===== config.mk =====
export PLATFORM = sky130hd
export DESIGN_NAME = motor_overload_stall_protect
export DESIGN_NICKNAME = d
export VERILOG_FILES = /design/src/logic/motor_protect_pkg.sv /design/src/logic/motor_overload_stall_protect.sv
export SDC_FILE = /design/constraint.sdc
export NUM_CORES = 2
export LEC_CHECK = 0
export ABC_AREA = 1
export CAP_MARGIN = 10
export CORE_MARGIN = 4
export CORE_UTILIZATION = 55
export CTS_BUF_LIST = sky130_fd_sc_hd__clkbuf_16
export CTS_CLUSTER_DIAMETER = 100
export DETAILED_ROUTE_END_ITERATION = 12
export DONT_BUFFER_PORTS = 1
export GPL_ROUTABILITY_DRIVEN = 0
export PLACE_DENSITY = 0.7
export SKIP_LAST_GASP = 1
export SYNTH_ARGS = -nofsm -noshare
export SYNTH_HDL_FRONTEND = slang
export SYNTH_SLANG_ARGS = --single-unit
export TNS_END_PERCENT = 100

===== constraint.sdc =====
create_clock -name CLOCK -period 125.7 [get_ports CLOCK]
set_clock_uncertainty 0.2 [all_clocks]
set_input_delay 6.285 -clock CLOCK [delete_from_list [all_inputs] [get_ports CLOCK]]
set_output_delay 6.285 -clock CLOCK [all_outputs]
set_load 0.05 [all_outputs]

===== src/logic/motor_protect_pkg.sv =====
// constants for the motor overload and stall protection block
`default_nettype none
package motor_protect_pkg;
    localparam int CLOCK_MHZ            = 250;
    localparam int TICK_PERIOD_MS       = 100;
    localparam int TICK_CYCLES          = TICK_PERIOD_MS * 1000 * CLOCK_MHZ;
    localparam int THERMAL_WINDOW_MS    = 60000;
    localparam int THERMAL_WINDOW_TICKS = THERMAL_WINDOW_MS / TICK_PERIOD_MS;

    localparam logic [7:0] CTRL_OFFSET   = 8'h00;
    localparam logic [7:0] RATED_OFFSET  = 8'h04;
    localparam logic [7:0] THERM_OFFSET  = 8'h08;
    localparam logic [7:0] WARN_OFFSET   = 8'h0c;
    localparam logic [7:0] TRIP_OFFSET   = 8'h10;
    localparam logic [7:0] STALL_OFFSET  = 8'h14;
    localparam logic [7:0] STATUS_OFFSET = 8'h18;
    localparam logic [7:0] ACCUM_OFFSET  = 8'h1c;

    localparam int CTRL_THERM_SEL_BIT   = 0;
    localparam int CTRL_FORCED_COOL_BIT = 1;
    localparam int CTRL_SENSORLESS_BIT  = 2;
    localparam int CTRL_STALL_LSB       = 4;
    localparam int CTRL_AUX_OL_BIT      = 8;
    localparam int CTRL_CLEAR_BIT       = 16;
    localparam int LEVEL_LSB            = 0;
    localparam int UPPER_LSB            = 8;

    localparam logic [31:0] CTRL_MASK  = 32'h0000_0177;
    localparam logic [31:0] RATED_MASK = 32'h0000_ffff;
    localparam logic [31:0] THERM_MASK = 32'h0000_ffff;
    localparam logic [31:0] TIME_MASK  = 32'h00ff_ffff;
    localparam logic [31:0] STALL_MASK = 32'h0000_ffff;

    localparam logic [31:0] CTRL_RST  = 32'h0000_0000;
    localparam logic [31:0] RATED_RST = 32'h0000_0064;
    localparam logic [31:0] THERM_RST = 32'h0000_6496;
    localparam logic [31:0] WARN_RST  = 32'h0000_6496;
    localparam logic [31:0] TRIP_RST  = 32'h0002_58b4;
    localparam logic [31:0] STALL_RST = 32'h0000_00b4;

    localparam logic [15:0] FULL_PCT         = 16'h0064;
    localparam logic [15:0] DERATE_FLOOR_PCT = 16'h0046;
    localparam logic [15:0] DERATE_SPAN_PCT  = 16'h001e;
    localparam logic [9:0]  PCT_CLAMP        = 10'h3ff;
endpackage
`default_nettype wire


===== src/logic/motor_overload_stall_protect.sv =====
// motor thermal model, overload alarm and trip, stall prevention, energy save
`default_nettype none
module motor_overload_stall_protect #(
    parameter int TICK_CYCLES = motor_protect_pkg::TICK_CYCLES
) (
    input  wire logic        CLOCK,
    input  wire logic        RST,
    input  wire logic        CE,
    input  wire logic        CYC_I,
    input  wire logic        STB_I,
    input  wire logic        WE_I,
    input  wire logic [7:0]  ADR_I,
    input  wire logic [3:0]  SEL_I,
    input  wire logic [31:0] DAT_I,
    output logic      [31:0] DAT_O,
    output logic             ACK_O,
    input  wire logic [15:0] MOTOR_CURRENT,
    input  wire logic [7:0]  SPEED_PCT,
    input  wire logic        ACCELERATING,
    input  wire logic        DECELERATING,
    input  wire logic        AT_REFERENCE,
    output logic             OUTPUT_OFF,
    output logic             THERMAL_TRIP,
    output logic             OVERLOAD_FAULT,
    output logic             OVERLOAD_ALARM,
    output logic             AUX_RELAY_OUTPUT,
    output logic             STALL_REDUCE,
    output logic      [7:0]  VOLT_REDUCE_PCT
);
    logic [31:0] ctrl_reg, rated_reg, therm_reg, warn_reg, trip_reg, stall_reg;
    logic [31:0] tick_cnt_reg, accum_reg, dat_reg;
    logic [15:0] warn_cnt_reg, hold_cnt_reg, trip_cnt_reg;
    logic        ack_reg, alarm_reg, thermal_reg, fault_reg, stall_reg_q;
    logic [7:0]  volt_reg;
    logic        tick, access, wr, clear;
    logic        therm_sel, forced, sensorless, aux_ol;
    logic [2:0]  stall_mode_bits;
    logic [15:0] rated, warn_time, trip_time;
    logic [7:0]  one_min_lvl, cont_lvl, warn_lvl, trip_lvl, stall_lvl, energy_save_level;
    logic [22:0] cur_x100, quot;
    logic [9:0]  pct;
    logic [15:0] derate, cont_der, min_der;
    logic [31:0] heat, cool, limit, accum_next;
    logic        over_warn, over_trip, over_stall, warn_reached, trip_reached, thermal_hit;
    logic        steady, phase_en, esave_ok;

    // byte-lane merge, unimplemented bits forced to zero
    function automatic logic [31:0] merge_bytes(input logic [31:0] old_v, input logic [31:0] new_v,
                                                input logic [3:0] sel, input logic [31:0] mask);
        logic [31:0] res;
        res = old_v;
        for (int i = 0; i < 4; i++) begin
            if (sel[i]) res[8*i +: 8] = new_v[8*i +: 8];
        end
        return res & mask;
    endfunction

    // level check against percent of rated current without a divider
    function automatic logic at_or_above(input logic [22:0] cur, input logic [7:0] lvl, input logic [15:0] r);
        return {1'b0, cur} >= 24'(lvl) * 24'(r);
    endfunction

    assign therm_sel         = ctrl_reg[motor_protect_pkg::CTRL_THERM_SEL_BIT];
    assign forced            = ctrl_reg[motor_protect_pkg::CTRL_FORCED_COOL_BIT];
    assign sensorless        = ctrl_reg[motor_protect_pkg::CTRL_SENSORLESS_BIT];
    assign aux_ol            = ctrl_reg[motor_protect_pkg::CTRL_AUX_OL_BIT];
    assign stall_mode_bits   = ctrl_reg[motor_protect_pkg::CTRL_STALL_LSB +: 3];
    assign rated             = rated_reg[15:0];
    assign one_min_lvl       = therm_reg[motor_protect_pkg::LEVEL_LSB +: 8];
    assign cont_lvl          = therm_reg[motor_protect_pkg::UPPER_LSB +: 8];
    assign warn_lvl          = warn_reg[motor_protect_pkg::LEVEL_LSB +: 8];
    assign warn_time         = warn_reg[motor_protect_pkg::UPPER_LSB +: 16];
    assign trip_lvl          = trip_reg[motor_protect_pkg::LEVEL_LSB +: 8];
    assign trip_time         = trip_reg[motor_protect_pkg::UPPER_LSB +: 16];
    assign stall_lvl         = stall_reg[motor_protect_pkg::LEVEL_LSB +: 8];
    assign energy_save_level = stall_reg[motor_protect_pkg::UPPER_LSB +: 8];

    // wishbone classic slave: one wait state, unmapped reads give zero
    assign access = CYC_I && STB_I && !ack_reg;
    // writes land at the edge where the master samples ack, never before
    assign wr     = CYC_I && STB_I && WE_I && ack_reg;
    assign clear  = wr && ADR_I == motor_protect_pkg::CTRL_OFFSET && SEL_I[2]
                    && DAT_I[motor_protect_pkg::CTRL_CLEAR_BIT];

    always_ff @(posedge CLOCK) begin
        if (RST) begin
            ack_reg <= 1'b0;
        end else if (CE) begin
            ack_reg <= access;
        end
    end

    always_ff @(posedge CLOCK) begin
        if (RST) begin
            ctrl_reg  <= motor_protect_pkg::CTRL_RST;
            rated_reg <= motor_protect_pkg::RATED_RST;
            therm_reg <= motor_protect_pkg::THERM_RST;
            warn_reg  <= motor_protect_pkg::WARN_RST;
            trip_reg  <= motor_protect_pkg::TRIP_RST;
            stall_reg <= motor_protect_pkg::STALL_RST;
        end else if (CE && wr) begin
            case (ADR_I)
                motor_protect_pkg::CTRL_OFFSET: begin
                    ctrl_reg <= merge_bytes(ctrl_reg, DAT_I, SEL_I, motor_protect_pkg::CTRL_MASK);
                end
                motor_protect_pkg::RATED_OFFSET: begin
                    rated_reg <= merge_bytes(rated_reg, DAT_I, SEL_I, motor_protect_pkg::RATED_MASK);
                end
                motor_protect_pkg::THERM_OFFSET: begin
                    therm_reg <= merge_bytes(therm_reg, DAT_I, SEL_I, motor_protect_pkg::THERM_MASK);
                end
                motor_protect_pkg::WARN_OFFSET: begin
                    warn_reg <= merge_bytes(warn_reg, DAT_I, SEL_I, motor_protect_pkg::TIME_MASK);
                end
                motor_protect_pkg::TRIP_OFFSET: begin
                    trip_reg <= merge_bytes(trip_reg, DAT_I, SEL_I, motor_protect_pkg::TIME_MASK);
                end
                motor_protect_pkg::STALL_OFFSET: begin
                    stall_reg <= merge_bytes(stall_reg, DAT_I, SEL_I, motor_protect_pkg::STALL_MASK);
                end
                default: begin
                end
            endcase
        end
    end

    always_ff @(posedge CLOCK) begin
        if (RST) begin
            dat_reg <= 32'h0;
        end else if (CE && access && !WE_I) begin
            case (ADR_I)
                motor_protect_pkg::CTRL_OFFSET:   dat_reg <= ctrl_reg;
                motor_protect_pkg::RATED_OFFSET:  dat_reg <= rated_reg;
                motor_protect_pkg::THERM_OFFSET:  dat_reg <= therm_reg;
                motor_protect_pkg::WARN_OFFSET:   dat_reg <= warn_reg;
                motor_protect_pkg::TRIP_OFFSET:   dat_reg <= trip_reg;
                motor_protect_pkg::STALL_OFFSET:  dat_reg <= stall_reg;
                motor_protect_pkg::STATUS_OFFSET: begin
                    dat_reg <= {26'h0, volt_reg != 8'h0, stall_reg_q, alarm_reg, fault_reg, thermal_reg, OUTPUT_OFF};
                end
                motor_protect_pkg::ACCUM_OFFSET:  dat_reg <= accum_reg;
                default:                          dat_reg <= 32'h0;
            endcase
        end
    end

    // periodic time base for every level-and-duration check
    assign tick = tick_cnt_reg == 32'(TICK_CYCLES - 1);

    always_ff @(posedge CLOCK) begin
        if (RST) begin
            tick_cnt_reg <= 32'h0;
        end else if (CE) begin
            tick_cnt_reg <= tick ? 32'h0 : tick_cnt_reg + 32'h1;
        end
    end

    // current as percent of rated; zero rating gives zero percent, so only the thermal model reads it as no current
    assign cur_x100 = 23'(MOTOR_CURRENT) * 23'h64;
    assign quot     = (rated == 16'h0) ? 23'h0 : cur_x100 / 23'(rated);
    assign pct      = (quot > 23'(motor_protect_pkg::PCT_CLAMP)) ? motor_protect_pkg::PCT_CLAMP : quot[9:0];

    // self-cooled: 70 % allowance at standstill rising to 100 % at full speed
    always_comb begin
        if (forced || 16'(SPEED_PCT) >= motor_protect_pkg::FULL_PCT) begin
            derate = motor_protect_pkg::FULL_PCT;
        end else begin
            derate = motor_protect_pkg::DERATE_FLOOR_PCT
                     + 16'(16'(SPEED_PCT) * motor_protect_pkg::DERATE_SPAN_PCT / motor_protect_pkg::FULL_PCT);
        end
    end

    assign cont_der = 16'(16'(cont_lvl) * derate / motor_protect_pkg::FULL_PCT);
    assign min_der  = 16'(16'(one_min_lvl) * derate / motor_protect_pkg::FULL_PCT);
    assign heat     = 32'(pct) * 32'(pct);
    assign cool     = 32'(cont_der) * 32'(cont_der);
    // budget above the continuous level equals one minute at the one-minute level
    assign limit    = (min_der > cont_der) ? (32'(min_der) * 32'(min_der) - cool)
                      * 32'(motor_protect_pkg::THERMAL_WINDOW_TICKS) : 32'h0;

    always_comb begin
        if (heat >= cool) begin
            accum_next = (accum_reg + (heat - cool) < accum_reg) ? 32'hffff_ffff : accum_reg + (heat - cool);
        end else begin
            accum_next = (accum_reg > cool - heat) ? accum_reg - (cool - heat) : 32'h0;
        end
    end

    always_ff @(posedge CLOCK) begin
        if (RST) begin
            accum_reg <= 32'h0;
        end else if (CE) begin
            if (!therm_sel) begin
                accum_reg <= 32'h0;
            end else if (tick) begin
                accum_reg <= accum_next;
            end
        end
    end

    // zero accumulator never trips, so a misconfigured zero budget stays quiet only until a tick heats above the continuous level
    assign thermal_hit = therm_sel && accum_reg != 32'h0 && accum_reg >= limit;

    always_ff @(posedge CLOCK) begin
        if (RST) begin
            thermal_reg <= 1'b0;
        end else if (CE) begin
            if (thermal_hit) begin
                thermal_reg <= 1'b1;
            end else if (clear) begin
                thermal_reg <= 1'b0;
            end
        end
    end

    assign over_warn    = at_or_above(cur_x100, warn_lvl, rated);
    assign over_trip    = {1'b0, cur_x100} > 24'(trip_lvl) * 24'(rated);
    assign over_stall   = {1'b0, cur_x100} > 24'(stall_lvl) * 24'(rated);
    assign warn_reached = over_warn && warn_cnt_reg >= warn_time;
    assign trip_reached = over_trip && trip_cnt_reg >= trip_time;

    always_ff @(posedge CLOCK) begin
        if (RST) begin
            warn_cnt_reg <= 16'h0;
            trip_cnt_reg <= 16'h0;
        end else if (CE) begin
            if (!over_warn) begin
                warn_cnt_reg <= 16'h0;
            end else if (tick && warn_cnt_reg != 16'hffff) begin
                warn_cnt_reg <= warn_cnt_reg + 16'h1;
            end
            if (!over_trip) begin
                trip_cnt_reg <= 16'h0;
            end else if (tick && trip_cnt_reg != 16'hffff) begin
                trip_cnt_reg <= trip_cnt_reg + 16'h1;
            end
        end
    end

    // alarm is advisory only: it feeds no shutdown path
    always_ff @(posedge CLOCK) begin
        if (RST) begin
            alarm_reg    <= 1'b0;
            hold_cnt_reg <= 16'h0;
        end else if (CE) begin
            if (warn_reached) begin
                alarm_reg    <= 1'b1;
                hold_cnt_reg <= warn_time;
            end else if (hold_cnt_reg != 16'h0) begin
                if (tick) hold_cnt_reg <= hold_cnt_reg - 16'h1;
            end else begin
                alarm_reg <= 1'b0;
            end
        end
    end

    always_ff @(posedge CLOCK) begin
        if (RST) begin
            fault_reg <= 1'b0;
        end else if (CE) begin
            if (trip_reached) begin
                fault_reg <= 1'b1;
            end else if (clear) begin
                fault_reg <= 1'b0;
            end
        end
    end

    // frequency path lowers output and holds its ramp while this is high
    assign steady   = AT_REFERENCE && !ACCELERATING && !DECELERATING;
    assign phase_en = (ACCELERATING && stall_mode_bits[0]) || (steady && stall_mode_bits[1])
                      || (DECELERATING && stall_mode_bits[2]);

    always_ff @(posedge CLOCK) begin
        if (RST) begin
            stall_reg_q <= 1'b0;
        end else if (CE) begin
            stall_reg_q <= phase_en && over_stall;
        end
    end

    assign esave_ok = steady && energy_save_level != 8'h0 && !sensorless;

    always_ff @(posedge CLOCK) begin
        if (RST) begin
            volt_reg <= 8'h0;
        end else if (CE) begin
            volt_reg <= esave_ok ? energy_save_level : 8'h0;
        end
    end

    assign DAT_O            = dat_reg;
    assign ACK_O            = ack_reg;
    assign THERMAL_TRIP     = thermal_reg;
    assign OVERLOAD_FAULT   = fault_reg;
    assign OUTPUT_OFF       = thermal_reg || fault_reg;
    assign OVERLOAD_ALARM   = alarm_reg;
    assign AUX_RELAY_OUTPUT = alarm_reg && aux_ol;
    assign STALL_REDUCE     = stall_reg_q;
    assign VOLT_REDUCE_PCT  = volt_reg;
endmodule
`default_nettype wire


# ---- Word-level counts from Yosys, hierarchy flattened
# Index checks and enable logic that the tools add are counted.
dict set report totals {
  ff_bits 260
  out_inout_bits 47
  elab_cells 166
}
dict set report op_classes {
  n_addsub 10
  mul 11
  div 4
  n_lt_le_gt_ge 12
  n_eq_ne 14
  mux 24
  reduce_logical 65
}
# operator n
set op_table {}
lappend op_table {{one-hot mux 32 bit (8 select lines)} 1}
lappend op_table {{2-to-1 mux 32 bit} 7}
lappend op_table {{2-to-1 mux 16 bit} 8}
lappend op_table {{multiplier 8 x 16 -> 24 bit} 3}
lappend op_table {{multiplier 16 x 16 -> 32 bit} 2}
lappend op_table {{subtractor 32 bit} 2}
lappend op_table {{> comparator 23 x 24 -> 1 bit} 2}
lappend op_table {{AND reduction 3 bit} 15}
lappend op_table {{adder 16 x 1 -> 16 bit, second input constant} 2}
lappend op_table {{adder 32 x 1 -> 32 bit, second input constant} 1}
lappend op_table {{adder 32 bit} 1}
lappend op_table {{divider 16 x 7 -> 16 bit, second input constant} 2}
lappend op_table {{equality test 32 x 25 -> 1 bit, second input constant} 1}
lappend op_table {{equality test 8 x 5 -> 1 bit, second input constant} 4}
lappend op_table {{greater-or-equal comparator 16 bit} 2}
lappend op_table {{greater-or-equal comparator 20 x 32 -> 1 bit} 1}
lappend op_table {{greater-or-equal comparator 32 bit} 1}
lappend op_table {{> comparator 32 bit} 1}
lappend op_table {{< comparator 32 bit} 1}
lappend op_table {{multiplier 32 x 7 -> 29 bit, second input constant} 1}
lappend op_table {{multiplier 8 x 16 -> 16 bit} 2}
lappend op_table {{!= test 16 bit, second input constant} 2}
lappend op_table {{nonzero test 32 bit} 1}
lappend op_table {{subtractor 20 x 32 -> 32 bit} 1}
lappend op_table {{29 further kinds} 76}

# ---- Depth between registers and ports, before layout
dict set report logic_depth {
  ltp_word 14
  mapped_depth 526
  depth_no_buf 504
}

# ---- Least setup slack after synthesis
# Ideal clock, no wire load.
dict set report synth_timing {
  path_kind {input-to-reg}
  start {input MOTOR_CURRENT[7]}
  end {register accum_reg[21]}
  setup_ns 0.132
  t_arrival_ns 70.138
  required_time_ns 125.368
  setup_slack_ns 55.230
  path_stages 506
  path_cell_list {ha_1 -> ha_1 -> inv_1 -> fa_1 -> inv_1 -> ha_1 -> nand2_1 -> nor2_1 -> and2_1 -> nand2_1 -> nand2_1 -> a21oi_1 -> o21bai_1 -> xor2_1 -> inv_1 -> ha_1 -> nand2_1 -> nor2_1 -> (+470 left out) -> nor2_1 -> nor2_1 -> o21bai_1 -> a21oi_1 -> nor2_1 -> nand2_1 -> o31ai_1 -> xor2_1 -> inv_1 -> ha_1 -> nand2_1 -> nor4_1 -> nand3_1 -> o2111ai_1 -> nand2_1 -> clkbuf_1 -> o221ai_1 -> a21oi_1}
}
dict set report synth_via {
  elab_chain_len 13
  elab_cells_between_ends 18
  cone_classes {add/sub: 4; mul: 2; div: 1; order compare: 4; mux: 7}
}
# element line_no
set synth_lines {}
lappend synth_lines {{start, declared} motor_overload_stall_protect.sv:17} ;# input wire logic [15:0] MOTOR_CURRENT,
lappend synth_lines {{multiplier 16 x 5 -> 21 bit (*)} motor_overload_stall_protect.sv:159} ;# assign cur_x100 = 23'(MOTOR_CURRENT) * 23'h64;
lappend synth_lines {{divider 23 x 16 -> 23 bit (*)} motor_overload_stall_protect.sv:160} ;# assign quot = (rated == 16'h0) ? 23'h0 : cur_x100 / 23'(rated);
lappend synth_lines {{2-to-1 mux 23 bit (*)} motor_overload_stall_protect.sv:160}
lappend synth_lines {{> comparator 23 x 10 -> 1 bit} motor_overload_stall_protect.sv:161} ;# assign pct = (quot > 23'(motor_protect_pkg::PCT_CLAMP)) ? motor_protect_pkg::PCT_CLAMP : quot[9:0];
lappend synth_lines {{2-to-1 mux 10 bit (*)} motor_overload_stall_protect.sv:161}
lappend synth_lines {{multiplier 10 x 10 -> 20 bit (*)} motor_overload_stall_protect.sv:175} ;# assign heat = 32'(pct) * 32'(pct);
lappend synth_lines {{subtractor 20 x 32 -> 32 bit} motor_overload_stall_protect.sv:183} ;# accum_next = (accum_reg + (heat - cool) < accum_reg) ? 32'hffff_ffff : accum_reg + (heat - cool);
lappend synth_lines {{adder 32 bit} motor_overload_stall_protect.sv:183}
lappend synth_lines {{< comparator 32 bit} motor_overload_stall_protect.sv:183}
lappend synth_lines {{2-to-1 mux 32 bit} motor_overload_stall_protect.sv:183}
lappend synth_lines {{2-to-1 mux 32 bit (*)} motor_overload_stall_protect.sv:182} ;# if (heat >= cool) begin
lappend synth_lines {{2-to-1 mux 32 bit (*)} motor_overload_stall_protect.sv:195} ;# end else if (tick) begin
lappend synth_lines {{2-to-1 mux 32 bit (*)} motor_overload_stall_protect.sv:193} ;# if (!therm_sel) begin
lappend synth_lines {{end signal, assigned} motor_overload_stall_protect.sv:196} ;# accum_reg <= accum_next;
lappend synth_lines {{end, declared} motor_overload_stall_protect.sv:31} ;# logic [31:0] tick_cnt_reg, accum_reg, dat_reg;
# Every way passes the cells marked *; elsewhere a longest branch is shown, timed or not. The select of a mux whose other input is x is not followed.
# A chain may end at the register's enable or synchronous reset.

# ---- Worst setup path in the final report
dict set report layout_timing {
  start {input MOTOR_CURRENT[2]}
  end {register accum_reg[15]}
}
# The elaborated chain is that of the path after synthesis.

==> impl_metrics.toml <==
[worst_setup_path]
slowest_delay_ns = 0.69
start_kind = "primary input"
path_class = "in -> reg"
crit_buf_inv = 100
crit_path_end_kind = "flip-flop"
crit_fanout = 26
crit_arrival_ns = 83.29
cp_slowest_cell = "a21oi_1"
worst-path-stages = 481
crit_family = "compound AO/OA/AOI/OAI gates"
critPathRequiredTime_ns = 125.94
reg2reg_depth = 468
cp_common_cell = "nand2_1"

[floorplan]
die_area_um2 = 125000
coreArea_um2 = 118000
die_h_um = 353
die_w_um = 353
num_rows = 126
start_util = 0.555
io_pins = 124

[synth]
synth_cell_types = 85
synth.top_cell.area_share = 0.203
syn_area_um2 = 65600
syn_inst = 9387
synth.area.mux_share = 0.000305
synth_xor_area_frac = 0.0606
synth_top_family_by_area = "adder cells"
synth_top_area_cell = "ha_1"
yosysMostFrequentCell = "inv_1"
ys_async_sr_fraction = 0
yosysSeqAreaShare = 0.0794
synth-seq-cells = 260
synthTopCellsByCount = "inv_1, nand2_1, ha_1, a21oi_1, nor2_1"
synthTopCellsByArea = "ha_1, fa_1, inv_1"
synthAdderAreaFrac = 0.381
yosys_most_used_dff = "dfxtp_1"
synth.avg_cell_area_um2 = 6.99
synth_simple_gate_area_frac = 0.212
synth_warnings = 0
synth_compound_area_frac = 0.136
synth_edf_count = 0

[global_routing]
grt_usage = 0.296
grt_max_degree = 87
antenna_found_initial = 8
grt_first_pass_wirelength_um = 303000
grt_pass1_vias = 58700
grt_overflow = 0

[cts]
cts_made_buffers = 35
cts_tree = "done"
post_cts_buffers = 0
hold_buffers = 0
cts.sinks = 260
cts_max_level = 2
clk-insertion-delay-late_ns = 0.59
cts_resized = 0
clockBufferDepth = 3
path_clk_slew_ns = 0.06
cts_root_buf = "clkbuf_16"

[timing]
finalHoldViolCount = 0
rsz0062_at_grt = "no"
finalSetupTns_ns = 0
final-setup-viol-count = 0
slew_viol_final = 0
final.min_clock_period_ns = 83.05
finalCritPeriodShare = 0.661
relSlewSlack = 0.255
max_freq_mhz = 12.0
tightest_slew_ns = 1.12

[route]
ant_nets = 0
drt-total-wl_um = 187000
first_iter_violations = 4363
drtPass1Iterations = 9
vias_per_cell = 5.56
wl_per_cell_um = 17.3
drc = 0
dr_total_vias = 60200

[finish]
postLayoutCoreUtil = 0.577
drive_above_1_share = 0.0426
fin_nets = 11000
area_delta_synth_final_pct = 3.93

[place]
portBuffers = 0
place_hpwl_um = 153000

[min_path]
hp-class = "reg -> reg"
hold-path-cell-count = 2

[flow_run]
max-cap-violations = 0

[status]
status = "complete, no violations"
-- logic make-up after synthesis --
logic type,after synthesis
fa+ha+maj,1647
other cells,2
mux,2
flops,260
xor+xnor,449
buf+inv,2227
compound gates,1564
simple gates,3236
-- area by class of cell --
cell class | instances | area (um^2)
Antenna cell | 5 | 12.5
Clock buffer | 35 | 876
Clock inverter | 26 | 282
Fill cell | 11400 | 50100
Inverter | 2010 | 7590
Multi-Input combinational cell | 6904 | 51900
Sequential cell | 260 | 5200
Tap cell | 1536 | 1920
Timing Repair Buffer | 55 | 413
-- metrics by stage --
step | instance area [um^2] | hold slack [ns] | instances | setup slack [ns]
2_1_floorplan | 65600 | 0.242 | 9391 | 55.23
3_3_place_gp | 67000 | 0.256 | 10800 | 44.81
3_5_place_dp | 67000 | 0.265 | 10800 | 43.17
4_1_cts | 68200 | 0.266 | 10800 | 43.52
5_1_grt | 68200 | 0.314 | 10800 | 34.13
6_report | 68200 | 0.279 | 10800 | 42.65
-- routing by layer --
layer  vias up  wire (um)  track usage
li1      29500          -            -
met1     28300      79200        0.385
met2      1949      83200        0.484
met3       371      17900       0.0693
met4         8       7190        0.100
met5         -         56            0
-- layout by cell type, fill, tap and decap left out, types with 18 or more instances in the layout --
| cell | netlist | routed |
|---|---|---|
| a21o_1 | 32 | 32 |
| clkinv_1 | 16 | 19 |
| clkbuf_16 | 0 | 35 |
| o22ai_1 | 39 | 39 |
| nand3_1 | 282 | 282 |
| buf_4 | 4 | 55 |
| nor2_2 | 25 | 25 |
| o21a_1 | 35 | 35 |
| o221ai_1 | 25 | 25 |
| nor4_1 | 30 | 30 |
| xnor2_1 | 140 | 139 |
| ha_1 | 1063 | 1063 |
| inv_2 | 29 | 29 |
| nor3_1 | 99 | 98 |
| nand2_2 | 80 | 80 |
| or2_2 | 52 | 52 |
| nor2_1 | 632 | 631 |
| nand2_1 | 1836 | 1836 |
| o21bai_1 | 53 | 53 |
| o21ai_1 | 17 | 18 |
| xor2_1 | 303 | 303 |
| o31ai_1 | 31 | 31 |
| fa_1 | 584 | 584 |
| nand4_1 | 93 | 93 |
| a31oi_1 | 32 | 32 |
| o21ai_0 | 464 | 463 |
| o211ai_1 | 67 | 67 |
| inv_1 | 1955 | 1959 |
| a211oi_1 | 31 | 31 |
| a21oi_1 | 675 | 674 |
| dfxtp_1 | 260 | 260 |
-- worst paths after layout --
check	slack, ns	start	to
worst max-delay path	42.65	MOTOR_CURRENT[2]	accum_reg[15]
worst min register to register	0.28	tick_cnt_reg[19]	tick_cnt_reg[19]
worst max register to register	49.96	rated_reg[13]	accum_reg[15]
worst min-delay path	0.28	tick_cnt_reg[19]	tick_cnt_reg[19]
-- worst min-delay path, cell delays in order (launching register included) --
cell	delay [ns]
dfxtp_1	0.31
inv_1	0.07
a21oi_1	0.05
Power is left out: the tool's default activity adds up to more than one toggle a clock period on the data nets, which glitch-free logic cannot reach.
